## src/logic/adc_seq_pkg.sv

```systemverilog
`default_nettype none
package adc_seq_pkg;
    // ****************************************
    // clock and timing
    // ****************************************
    localparam longint CLK_FREQ_HZ      = 64'd125000000;
    localparam int     POR_TIME_MS      = 10;
    localparam longint POR_CYCLES_CALC  = (CLK_FREQ_HZ * POR_TIME_MS) / 64'd1000;
    localparam int     TMR_W            = 21;
    localparam logic [TMR_W-1:0] CONVERT_STROBE_CYCLES      = 21'd1624;
    localparam logic [TMR_W-1:0] CONVERT_STROBE_CONT_CYCLES = 21'd1622;
    localparam logic [TMR_W-1:0] CAL_CYCLES       = 21'd3246;
    localparam logic [TMR_W-1:0] WAKE_CYCLES      = 21'd1800;
    // ****************************************
    // synchroniser lanes
    // ****************************************
    localparam int SYNC_N       = 6;
    localparam int SYN_STROBE   = 0;
    localparam int SYN_CAL      = 1;
    localparam int SYN_POL      = 2;
    localparam int SYN_SLEEP    = 3;
    localparam int SYN_OSC      = 4;
    localparam int SYN_EXTCLK   = 5;
    localparam logic [SYNC_N-1:0] SYNC_RESET = 6'h00;
    // ****************************************
    // sequencer states
    // ****************************************
    typedef enum logic [6:0] {
        ST_POR   = 7'h01,
        ST_OSC   = 7'h02,
        ST_WAKE  = 7'h04,
        ST_IDLE  = 7'h08,
        ST_CONVERT_STROBE  = 7'h10,
        ST_CAL   = 7'h20,
        ST_SLEEP = 7'h40
    } seq_state_t;
    localparam seq_state_t STATE_RESET = ST_POR;
endpackage
`default_nettype wire

```

## src/logic/timer_if.sv

```systemverilog
`timescale 1ns/1ps
`default_nettype none
interface timer_if;
    import adc_seq_pkg::*;
    logic             load;
    logic [TMR_W-1:0] load_value;
    logic             done;
    modport ctrl (output load, output load_value, input done);
    modport tmr  (input load, input load_value, output done);
endinterface
`default_nettype wire

```

## src/logic/cycle_timer.sv

```systemverilog
`timescale 1ns/1ps
`default_nettype none
module cycle_timer (
    // clock and reset
    input  wire logic clk,
    input  wire logic rst_n,
    // control
    timer_if.tmr      tif
);
    import adc_seq_pkg::*;

    logic [TMR_W-1:0] count_reg;

    // done fires n cycles after a load of n
    always_ff @(posedge clk) begin
        if (!rst_n) begin
            count_reg <= '0;
        end else if (tif.load) begin
            count_reg <= tif.load_value;
        end else if (count_reg != '0) begin
            count_reg <= count_reg - 21'd1;
        end
    end

    // done reads the count alone, so a reload decided from done forms no loop
    assign tif.done = (count_reg == 21'd1);
endmodule // cycle_timer
`default_nettype wire

```

## src/logic/adc_conversion_sequencer.sv

```systemverilog
`timescale 1ns/1ps
`default_nettype none
// Overview of operation
// - normal conversion takes 1624 clock cycles
// - back-to-back conversion under held strobe: 1622
// - calibration takes 3246 clock cycles
// - start within three clock cycles of strobe
// - power-on reset on reset and sleep exit
// - 1800 cycle wake-up after oscillator or reset
// - sleep level powers down, full restart after
module adc_conversion_sequencer #(
    parameter int unsigned POR_CYCLES = 32'(adc_seq_pkg::POR_CYCLES_CALC)
) (
    // clock and reset
    input  wire logic clk,
    input  wire logic rst_n,
    // controller pins
    input  wire logic convert_strobe,
    input  wire logic cal_select,
    input  wire logic polarity_select,
    input  wire logic port_mode_sleep_pin,
    input  wire logic channel_sel_0,
    input  wire logic channel_sel_1,
    // clock source status
    input  wire logic osc_running,
    input  wire logic ext_clock_sel,
    // status
    output logic      result_ready_n,
    output logic      convert_strobe_busy,
    output logic      cal_busy,
    output logic      bipolar_result,
    output logic [1:0] result_channel,
    output adc_seq_pkg::seq_state_t seq_state
);
    import adc_seq_pkg::*;

    // ****************************************
    // input synchronisers
    // ****************************************
    logic [SYNC_N-1:0] pin_raw;
    logic [SYNC_N-1:0] sync1_reg;
    logic [SYNC_N-1:0] sync2_reg;
    logic [SYNC_N-1:0] prev_reg;
    logic [1:0]        chan_raw;
    logic [1:0]        chan1_reg;
    logic [1:0]        chan2_reg;

    assign pin_raw = {ext_clock_sel, osc_running, port_mode_sleep_pin,
                      polarity_select, cal_select, convert_strobe};
    assign chan_raw = {channel_sel_1, channel_sel_0};

    genvar gi;
    generate
        for (gi = 0; gi < SYNC_N; gi++) begin : g_sync
            always_ff @(posedge clk) begin
                if (!rst_n) begin
                    sync1_reg[gi] <= 1'b0;
                    sync2_reg[gi] <= 1'b0;
                    prev_reg[gi]  <= 1'b0;
                end else begin
                    sync1_reg[gi] <= pin_raw[gi];
                    sync2_reg[gi] <= sync1_reg[gi];
                    prev_reg[gi]  <= sync2_reg[gi];
                end
            end
        end
    endgenerate

    always_ff @(posedge clk) begin
        if (!rst_n) begin
            chan1_reg <= 2'h0;
            chan2_reg <= 2'h0;
        end else begin
            chan1_reg <= chan_raw;
            chan2_reg <= chan1_reg;
        end
    end

    logic strobe_s;
    logic cal_s;
    logic strobe_rise;
    logic cal_rise;
    assign strobe_s    = sync2_reg[SYN_STROBE];
    assign cal_s       = sync2_reg[SYN_CAL];
    assign strobe_rise = strobe_s && !prev_reg[SYN_STROBE];
    assign cal_rise    = cal_s && !prev_reg[SYN_CAL];

    // ****************************************
    // timers
    // ****************************************
    timer_if tif ();

    cycle_timer u_timer (
        .clk   (clk),
        .rst_n (rst_n),
        .tif   (tif)
    );

    // power-on reset is long, kept on its own counter
    logic [TMR_W-1:0] por_count_reg;
    logic             por_done;
    assign por_done = (por_count_reg == TMR_W'(POR_CYCLES));

    // ****************************************
    // sequencer
    // ****************************************
    seq_state_t state_reg;
    seq_state_t state_next;
    logic       start_convert_strobe;
    logic       start_cal;
    logic       cont_convert_strobe;
    logic       op_done;
    logic       sleep_s;

    // states in which a timed operation is running
    function automatic logic op_state(input seq_state_t st);
        return (st == ST_CONVERT_STROBE) || (st == ST_CAL);
    endfunction

    assign sleep_s    = sync2_reg[SYN_SLEEP];
    assign start_cal  = (strobe_rise && cal_s) || (cal_rise && strobe_s);
    assign start_convert_strobe = strobe_rise && !cal_s;
    assign cont_convert_strobe  = (state_reg == ST_CONVERT_STROBE) && tif.done && strobe_s && !cal_s;
    assign op_done    = tif.done && op_state(state_reg);

    always_ff @(posedge clk) begin
        if (!rst_n) begin
            por_count_reg <= '0;
        end else if (state_reg != ST_POR) begin
            por_count_reg <= '0;
        end else if (!por_done) begin
            por_count_reg <= por_count_reg + 21'd1;
        end
    end

    always_comb begin
        state_next     = state_reg;
        tif.load       = 1'b0;
        tif.load_value = CONVERT_STROBE_CYCLES;
        case (state_reg)
            ST_POR: begin
                if (por_done && sync2_reg[SYN_EXTCLK]) begin
                    state_next     = ST_WAKE;
                    tif.load       = 1'b1;
                    tif.load_value = WAKE_CYCLES;
                end else if (por_done) begin
                    state_next = ST_OSC;
                end
            end
            ST_OSC: begin
                if (sync2_reg[SYN_OSC]) begin
                    state_next     = ST_WAKE;
                    tif.load       = 1'b1;
                    tif.load_value = WAKE_CYCLES;
                end
            end
            ST_WAKE: begin
                if (tif.done) begin
                    state_next = ST_IDLE;
                end
            end
            ST_IDLE: begin
                if (start_cal) begin
                    state_next     = ST_CAL;
                    tif.load       = 1'b1;
                    tif.load_value = CAL_CYCLES;
                end else if (start_convert_strobe) begin
                    state_next     = ST_CONVERT_STROBE;
                    tif.load       = 1'b1;
                    tif.load_value = CONVERT_STROBE_CYCLES;
                end
            end
            ST_CONVERT_STROBE: begin
                if (cont_convert_strobe) begin
                    tif.load       = 1'b1;
                    tif.load_value = CONVERT_STROBE_CONT_CYCLES;
                end else if (tif.done) begin
                    state_next = ST_IDLE;
                end
            end
            ST_CAL: begin
                if (tif.done) begin
                    state_next = ST_IDLE;
                end
            end
            ST_SLEEP: begin
                if (!sleep_s) begin
                    state_next = ST_POR;
                end
            end
            default: begin
                state_next = ST_POR;
            end
        endcase
        if (sleep_s && (state_reg != ST_SLEEP)) begin
            state_next = ST_SLEEP;
            tif.load   = 1'b0;
        end
    end

    always_ff @(posedge clk) begin
        if (!rst_n) begin
            state_reg <= STATE_RESET;
        end else begin
            state_reg <= state_next;
        end
    end

    // ****************************************
    // status outputs
    // ****************************************
    always_ff @(posedge clk) begin
        if (!rst_n) begin
            result_ready_n <= 1'b1;
        end else if (sleep_s) begin
            result_ready_n <= 1'b1;
        end else if (op_done) begin
            result_ready_n <= 1'b0;
        end else if (op_state(state_reg) || tif.load) begin
            result_ready_n <= 1'b1;
        end
    end

    // polarity sampled when the result completes; its setup lies with the controller
    always_ff @(posedge clk) begin
        if (!rst_n) begin
            bipolar_result <= 1'b0;
        end else if (op_done && (state_reg == ST_CONVERT_STROBE)) begin
            bipolar_result <= sync2_reg[SYN_POL];
        end
    end

    always_ff @(posedge clk) begin
        if (!rst_n) begin
            result_channel <= 2'h0;
        end else if (tif.load && (state_next == ST_CONVERT_STROBE)) begin
            result_channel <= chan2_reg;
        end
    end

    assign convert_strobe_busy = (state_reg == ST_CONVERT_STROBE);
    assign cal_busy  = (state_reg == ST_CAL);
    assign seq_state = state_reg;
endmodule // adc_conversion_sequencer
`default_nettype wire

```

## config.mk

```make
export PLATFORM = sky130hd
export DESIGN_NAME = adc_conversion_sequencer
export DESIGN_NICKNAME = d
export VERILOG_FILES = /design/src/logic/adc_seq_pkg.sv /design/src/logic/timer_if.sv /design/src/logic/cycle_timer.sv /design/src/logic/adc_conversion_sequencer.sv
export SDC_FILE = /design/constraint.sdc
export NUM_CORES = 1
export LEC_CHECK = 0
export ABC_CLOCK_PERIOD_IN_PS = 6800
export BUFFER_PORTS_ARGS = -buffer_cell sky130_fd_sc_hd__buf_2
export CAP_MARGIN = 20
export CORE_MARGIN = 1
export CORE_UTILIZATION = 50
export CTS_BUF_LIST = sky130_fd_sc_hd__clkbuf_8
export CTS_CLUSTER_SIZE = 40
export DETAILED_ROUTE_END_ITERATION = 10
export PLACE_DENSITY = 0.77
export SETUP_SLACK_MARGIN = 0.05
export SYNTH_ARGS = -nofsm -noshare
export SYNTH_HDL_FRONTEND = slang
export SYNTH_SLANG_ARGS = --single-unit
```

## constraint.sdc

```tcl
create_clock -name clk -period 6.8 [get_ports clk]
set_input_delay 0.68 -clock clk [delete_from_list [all_inputs] [get_ports clk]]
set_output_delay 0.68 -clock clk [all_outputs]
set_load 0.05 [all_outputs]
```

# Word level (Yosys, flattened, before mapping)

Cells that the tools add are included.

Flip-flop bits (word level): 71
Logic and storage cells: 88
Output and inout bits: 13
Input bits: 10

Bitwise gates (word level): 1
Equality and inequality tests: 12
Multiplexer cells: 26
Reduce and logical (&&, ||, !) cells: 25
Add/sub/neg operators: 2

Operators by type and width:

| operator                                              | number |
|---|---|
| 2-to-1 mux 7 bit                                      | 9 |
| one-hot mux 12 bit (4 select lines)                   | 1 |
| 2-to-1 mux 21 bit                                     | 2 |
| one-hot mux 7 bit (6 select lines)                    | 1 |
| adder 21 x 1 -> 21 bit, second input constant         | 1 |
| equality test 21 x 1 -> 1 bit, second input constant  | 1 |
| equality test 21 bit, second input constant           | 1 |
| nonzero test 21 bit                                   | 1 |
| subtractor 21 x 1 -> 21 bit, second input constant    | 1 |
| 2-to-1 mux 9 bit                                      | 2 |
| equality test 7 x 5 -> 1 bit, second input constant   | 2 |
| logical AND 1 bit                                     | 13 |
| 2-to-1 mux 12 bit                                     | 1 |
| 2-to-1 mux 1 bit                                      | 8 |
| equality test 7 x 1 -> 1 bit, second input constant   | 1 |
| equality test 7 x 2 -> 1 bit, second input constant   | 1 |
| equality test 7 x 3 -> 1 bit, second input constant   | 1 |
| equality test 7 x 4 -> 1 bit, second input constant   | 1 |
| equality test 7 x 6 -> 1 bit, second input constant   | 1 |
| equality test 7 bit, second input constant            | 1 |
| inequality test 7 x 1 -> 1 bit, second input constant | 1 |
| inequality test 7 bit, second input constant          | 1 |
| OR reduction 2 bit                                    | 3 |
| 2-to-1 mux 4 bit                                      | 1 |
| 5 further kinds                                       | 10 |

# Depth between registers and ports, before layout

Word-level depth: 10
Mapped depth: 9
Mapped depth without buffers: 8

# Cells and area by module

From an unflattened synthesis, not the netlist that was laid out.

Cells, all modules: 417
Area, all modules: 3568.4 um^2

Modules (own cells, without submodules):

| module                   | times used | sequential area each (um^2) | cells each | area an instance (um^2) |
|---|---|---|---|---|
| adc_conversion_sequencer | 1          | 1001.0                      | 267        | 2309.7 |
| cycle_timer              | 1          | 420.4                       | 150        | 1258.7 |

# Worst setup path after synthesis

No wires, ideal clock.

Path type: reg2reg
Start: reg state_reg[0], in the netlist seq_state[0]
End: reg u_timer.count_reg[7]
Period minus slack after synthesis: 2.659 ns
Slack: 4.141 ns
Library setup time: 0.070 ns
Required time: 6.730 ns
Buffers on the path: 1
Arrival time: 2.589 ns
Cell stages (with the launch flop): 8
Cells stage by stage: dfxtp_1 nor4b_2 nand2_1 or4_4 and3b_4 buf_6 or3_4 a21boi_1

Cells in the longest elaborated chain, start to end: 8
Elaborated cells on any way between the ends: 15
Classes of those cells: 5 x eq/ne; 5 x mux; 5 x reduce/logical

Ends and longest elaborated chain:

| what                                                    | line                                                             | RTL |
|---|---|---|
| start, declared                                         | adc_conversion_sequencer.sv:107                                  | `seq_state_t state_reg;` |
| start signal, assigned                                  | adc_conversion_sequencer.sv:205                                  | `state_reg <= state_next;` |
| equality test 7 x 5 -> 1 bit                            | adc_conversion_sequencer.sv:123, adc_conversion_sequencer.sv:140 |  |
| logical AND 1 bit (3 in a row)                          | adc_conversion_sequencer.sv:123                                  | `assign cont_convert_strobe = (state_reg == ST_CONVERT_STROBE) && tif.done && strobe_s && !cal_s;` |
| 2-to-1 mux 1 bit                                        | adc_conversion_sequencer.sv:174                                  | `if (cont_convert_strobe) begin` |
| one-hot mux 1 bit (4 select lines)                      | adc_conversion_sequencer.sv:140                                  | `case (state_reg)` |
| 2-to-1 mux 1 bit                                        | adc_conversion_sequencer.sv:195                                  | `if (sleep_s && (state_reg != ST_SLEEP)) begin` |
| 2-to-1 mux 21 bit or nonzero test 2 bit (tied branches) | -                                                                |  |
| end signal, assigned                                    | cycle_timer.sv:19                                                | `count_reg <= tif.load_value;` |
| end signal, assigned                                    | cycle_timer.sv:21                                                | `count_reg <= count_reg - 21'd1;` |
| end, declared                                           | cycle_timer.sv:12                                                | `logic [TMR_W-1:0] count_reg;` |

Several ways; a longest one is shown, not always the timed one.
A chain may end at the register's enable or synchronous reset.

# Worst setup path in the final report

Start: reg state_reg[1], in the netlist seq_state[1]
End: reg result_channel[1]

Cells in the longest elaborated chain, start to end: 9
Elaborated cells on any way between the ends: 28
Classes of those cells: 9 x eq/ne; 13 x mux; 6 x reduce/logical

Ends and longest elaborated chain:

| what                               | line                                                             | RTL |
|---|---|---|
| equality test 7 x 5 -> 1 bit       | adc_conversion_sequencer.sv:123, adc_conversion_sequencer.sv:140 |  |
| logical AND 1 bit (3 in a row)     | adc_conversion_sequencer.sv:123                                  |  |
| 2-to-1 mux 7 bit                   | adc_conversion_sequencer.sv:174                                  |  |
| one-hot mux 7 bit (6 select lines) | adc_conversion_sequencer.sv:140                                  |  |
| 2-to-1 mux 7 bit                   | adc_conversion_sequencer.sv:195                                  |  |
| equality test 7 x 5 -> 1 bit       | adc_conversion_sequencer.sv:236                                  | `end else if (tif.load && (state_next == ST_CONVERT_STROBE)) begin` |
| logical AND 1 bit *                | adc_conversion_sequencer.sv:236                                  |  |
| end signal, assigned               | adc_conversion_sequencer.sv:237                                  | `result_channel <= chan2_reg;` |
| end, declared                      | adc_conversion_sequencer.sv:32                                   | `output logic [1:0] result_channel,` |

Mark *: on every way between the ends. The rest lies on a longest branch, timed or not.

==> summary.md <==
| Metric | Value |
|---|---|
| Outcome | `completed` |
| # hold bufs at CTS | `0` |
| Warnings from Yosys | `0` |
| Met2 wire len | `between 2000 and 3000 um` |
| I/O pin cnt | `23` |
| Die width | `84.7 um` |
| Die ar. | `about 7000 um^2` |
| Fmax | `383 MHz` |
| Yosys cell types | `52` |
| Row cnt | `29` |
| Synth area leaders | `dfxtp_1, nor2_1, xor2_1, xnor2_1, and2_1` |
| Multi-input combinational cell area | `between 1500 and 2000 um^2` |
| Critical path class | `reg -> reg` |
| DRC violation count after routing | `0` |
| Clock Skews | `0.0102 ns` |
| Worst reg2reg setup slack | `~4.2 ns` |
| FFs w/ async S/R, synth | `0` |
| Routed len/inst | `12.9 um` |
| Static leakage | `between 1 and 1.5 nW` |
| Register cell area after layout | `1420 um^2` |
| Post_cts resized | `0` |
| RSZ-0062 raised after global routing | `no` |
| Layout cells sized above 1 | `0.113` |
| Post-synthesis sequential area ratio | `0.416` |
| EDFF count, synth | `0` |
| DRT Pass-1 Iters | `4` |
| Final worst-path cycle share | `0.384` |
| Hold_sp | `sync1_reg[4]` |
| Post-synth net total | `just over 400` |
| Clk slew on worst S/H paths | `0.07 ns` |
| Top-count cell post-synth | `dfxtp_1` |
| Max-cap violation count | `0` |
| Clk_lat worst skew | `about 0.35 ns` |
| Final antenna-violating net count | `0` |
| Worst endpoint required time | `between 7 and 8 ns` |
| # Post-CTS Setup Buffers | `0` |
| CTS max path bufs | `2` |
| Pwr Density | `343 nW/um^2` |
| Vias per cell | `approximately 5.5` |
| Slew Limit Fails | `0` |
| Final setup fails | `0` |
| H-tree depth | `3` |
| Worst hold slack | `between 0.4 and 0.5 ns` |
| Final TNS setup | `0 ns` |
| Initial antenna violation count | `0` |
| Primary FF master, synth | `dfxtp_1` |
| Total gr overflow | `0` |
| Max FO, Critical Path | `11` |
| # port buffers | `22` |
| CTS tree | `done` |
| Slew headroom | `0.493` |
| Synth top area share | `0.416` |
| FF-to-FF path depth | `6` |
| Final nets | `433` |
| Fill count | `between 500 and 600` |
| Hold Crit Class | `reg -> reg` |
| Met3 wire length | `208 um` |
| Syn avg cell area | `roughly 8.6 um^2` |
| CP endpoint | `result_channel[1]` |
| Actual slew at the worst max-slew pin | `between 0.7 and 0.8 ns` |
| Cell taking the most area after synthesis | `dfxtp_1` |
| First-pass GRT wire length | `approximately 11000 um` |
| Startpoint types | `flip-flop` |
| Minimum clock period | `2.61 ns` |
| Sink Count | `between 70 and 80` |
| Core area | `between 6000 and 7000 um^2` |
| 1st-iter DRT viols | `~130` |
| Tot Pwr | `approximately 1.3 mW` |
| Initial Utilization | `0.530` |
| Die height | `about 85 um` |
| Detailed Route WL | `approximately 6500 um` |
| M1 WL | `around 3200 um` |
| Seq cells post-synth | `71` |
| Final antenna diode count | `0` |
| Gate count of the mapped netlist | `400` |
| Number of global-route vias before repair | `around 2500` |
| Hold Vio Cnt, Final | `0` |
| Gr usage total | `0.197` |
| Mapped Area | `3420 um^2` |
| Post-DP HPWL | `4580 um` |
| Uppermost layer routed | `met4` |
| Largest net degree at the start of global routing | `between 40 and 50` |
| FF-to-FF Start | `seq_state[1]` |
| Critical path arrival | `roughly 2.9 ns` |
| Synthesis-to-layout area growth | `9.29%` |
| Vias | `2743` |
| R2R Path End | `result_channel[1]` |
| Critical path capture point type | `flip-flop` |
| Peak VDD IR | `0.000162 V` |
| Worst setup path startpoint | `seq_state[1]` |
| Commonest cells in the synthesized netlist | `dfxtp_1, nor2_1, nand2_1` |
| Root Buffer | `clkbuf_8` |
| Total CTS buffers | `9` |
| Gpl congestion | `~0.8` |
-- logic make-up after synthesis --
| group | synth area share |
|---|---|
| mux | 0.0146 |
| compound gates | 0.115 |
| simple gates | 0.304 |
| flops | 0.416 |
| buf+inv | 0.0326 |
| xor+xnor | 0.0999 |
| fa+ha+maj | 0.0183 |
-- area by class of cell --
cell class              instances  area share
well taps                      77      0.0258
inverters                      11      0.0110
repair buffers                 23      0.0308
multi-input cells             302       0.505
clock inverters                 5     0.00669
flip-flops and latches         71       0.380
clock buffers                  11      0.0405
-- layout by cell type (no fill, tap or decap), types with 3 or more instances in the layout --
cell type and count:
and2_1 21, a31oi_1 4, nand3b_1 6, nor2b_1 5, a21boi_0 6, a21boi_1 4, dfxtp_1 71, nand4_1 5
nand2_1 35, buf_2 22, or3_1 7, and3_1 5, nor3_1 10, a21oi_1 10, a211oi_1 4, nor2_1 55
clkbuf_8 11, nor3b_1 4, nor4_1 9, o31ai_1 3, xnor2_1 16, mux2i_1 5, inv_1 13, xor2_1 23
o21ai_0 19, nand3_1 13, ha_1 5
-- stage by stage --
| stage | utilization | area [um^2] | instances | worst slack [ns] |
|---|---|---|---|---|
| 4_1_cts | 0.578 | 3730 | 499 | 4.05 |
| 5_1_grt | 0.579 | 3740 | 500 | 3.90 |
| 2_1_floorplan | - | 3420 | 400 | 4.14 |
| 6_report | 0.579 | 3740 | 500 | 4.19 |
| 3_3_place_gp | 0.551 | 3560 | 483 | 4.21 |
| 3_5_place_dp | 0.551 | 3560 | 483 | 4.08 |
-- per-layer routing --
metal / global-route usage / vias up
met5: 0 / -
met4: 0.0955 / 0
met3: 0.0590 / 13
met2: 0.309 / 45
met1: 0.248 / 1266
li1: - / 1419
-- critical path, cell delays in order, from the launching register on --
cell and delay [ns]:
dfxtp_1 0.42, nor4b_2 0.49, nand2_1 0.18, or4_4 0.54, and3b_4 0.25, a311oi_2 0.43, mux2i_1 0.23
-- worst min-delay path by stage --
stage                              end  slack (ns)  cells after the start
final                     sync2_reg[4]        0.44                      1
after global routing      sync2_reg[4]        0.45                      1
after CTS                 sync2_reg[4]        0.44                      1
after detailed placement         cal_s        0.42                      1
after global placement         sleep_s        0.41                      1
after floorplan                  cal_s        0.41                      1
-- where the power goes --
part | internal [mW] | switching [mW]
Combinational | 0.189 | 0.258
Clock | 0.148 | 0.151
Sequential | 0.479 | 0.0586
(Power assumes the default switching activity.)
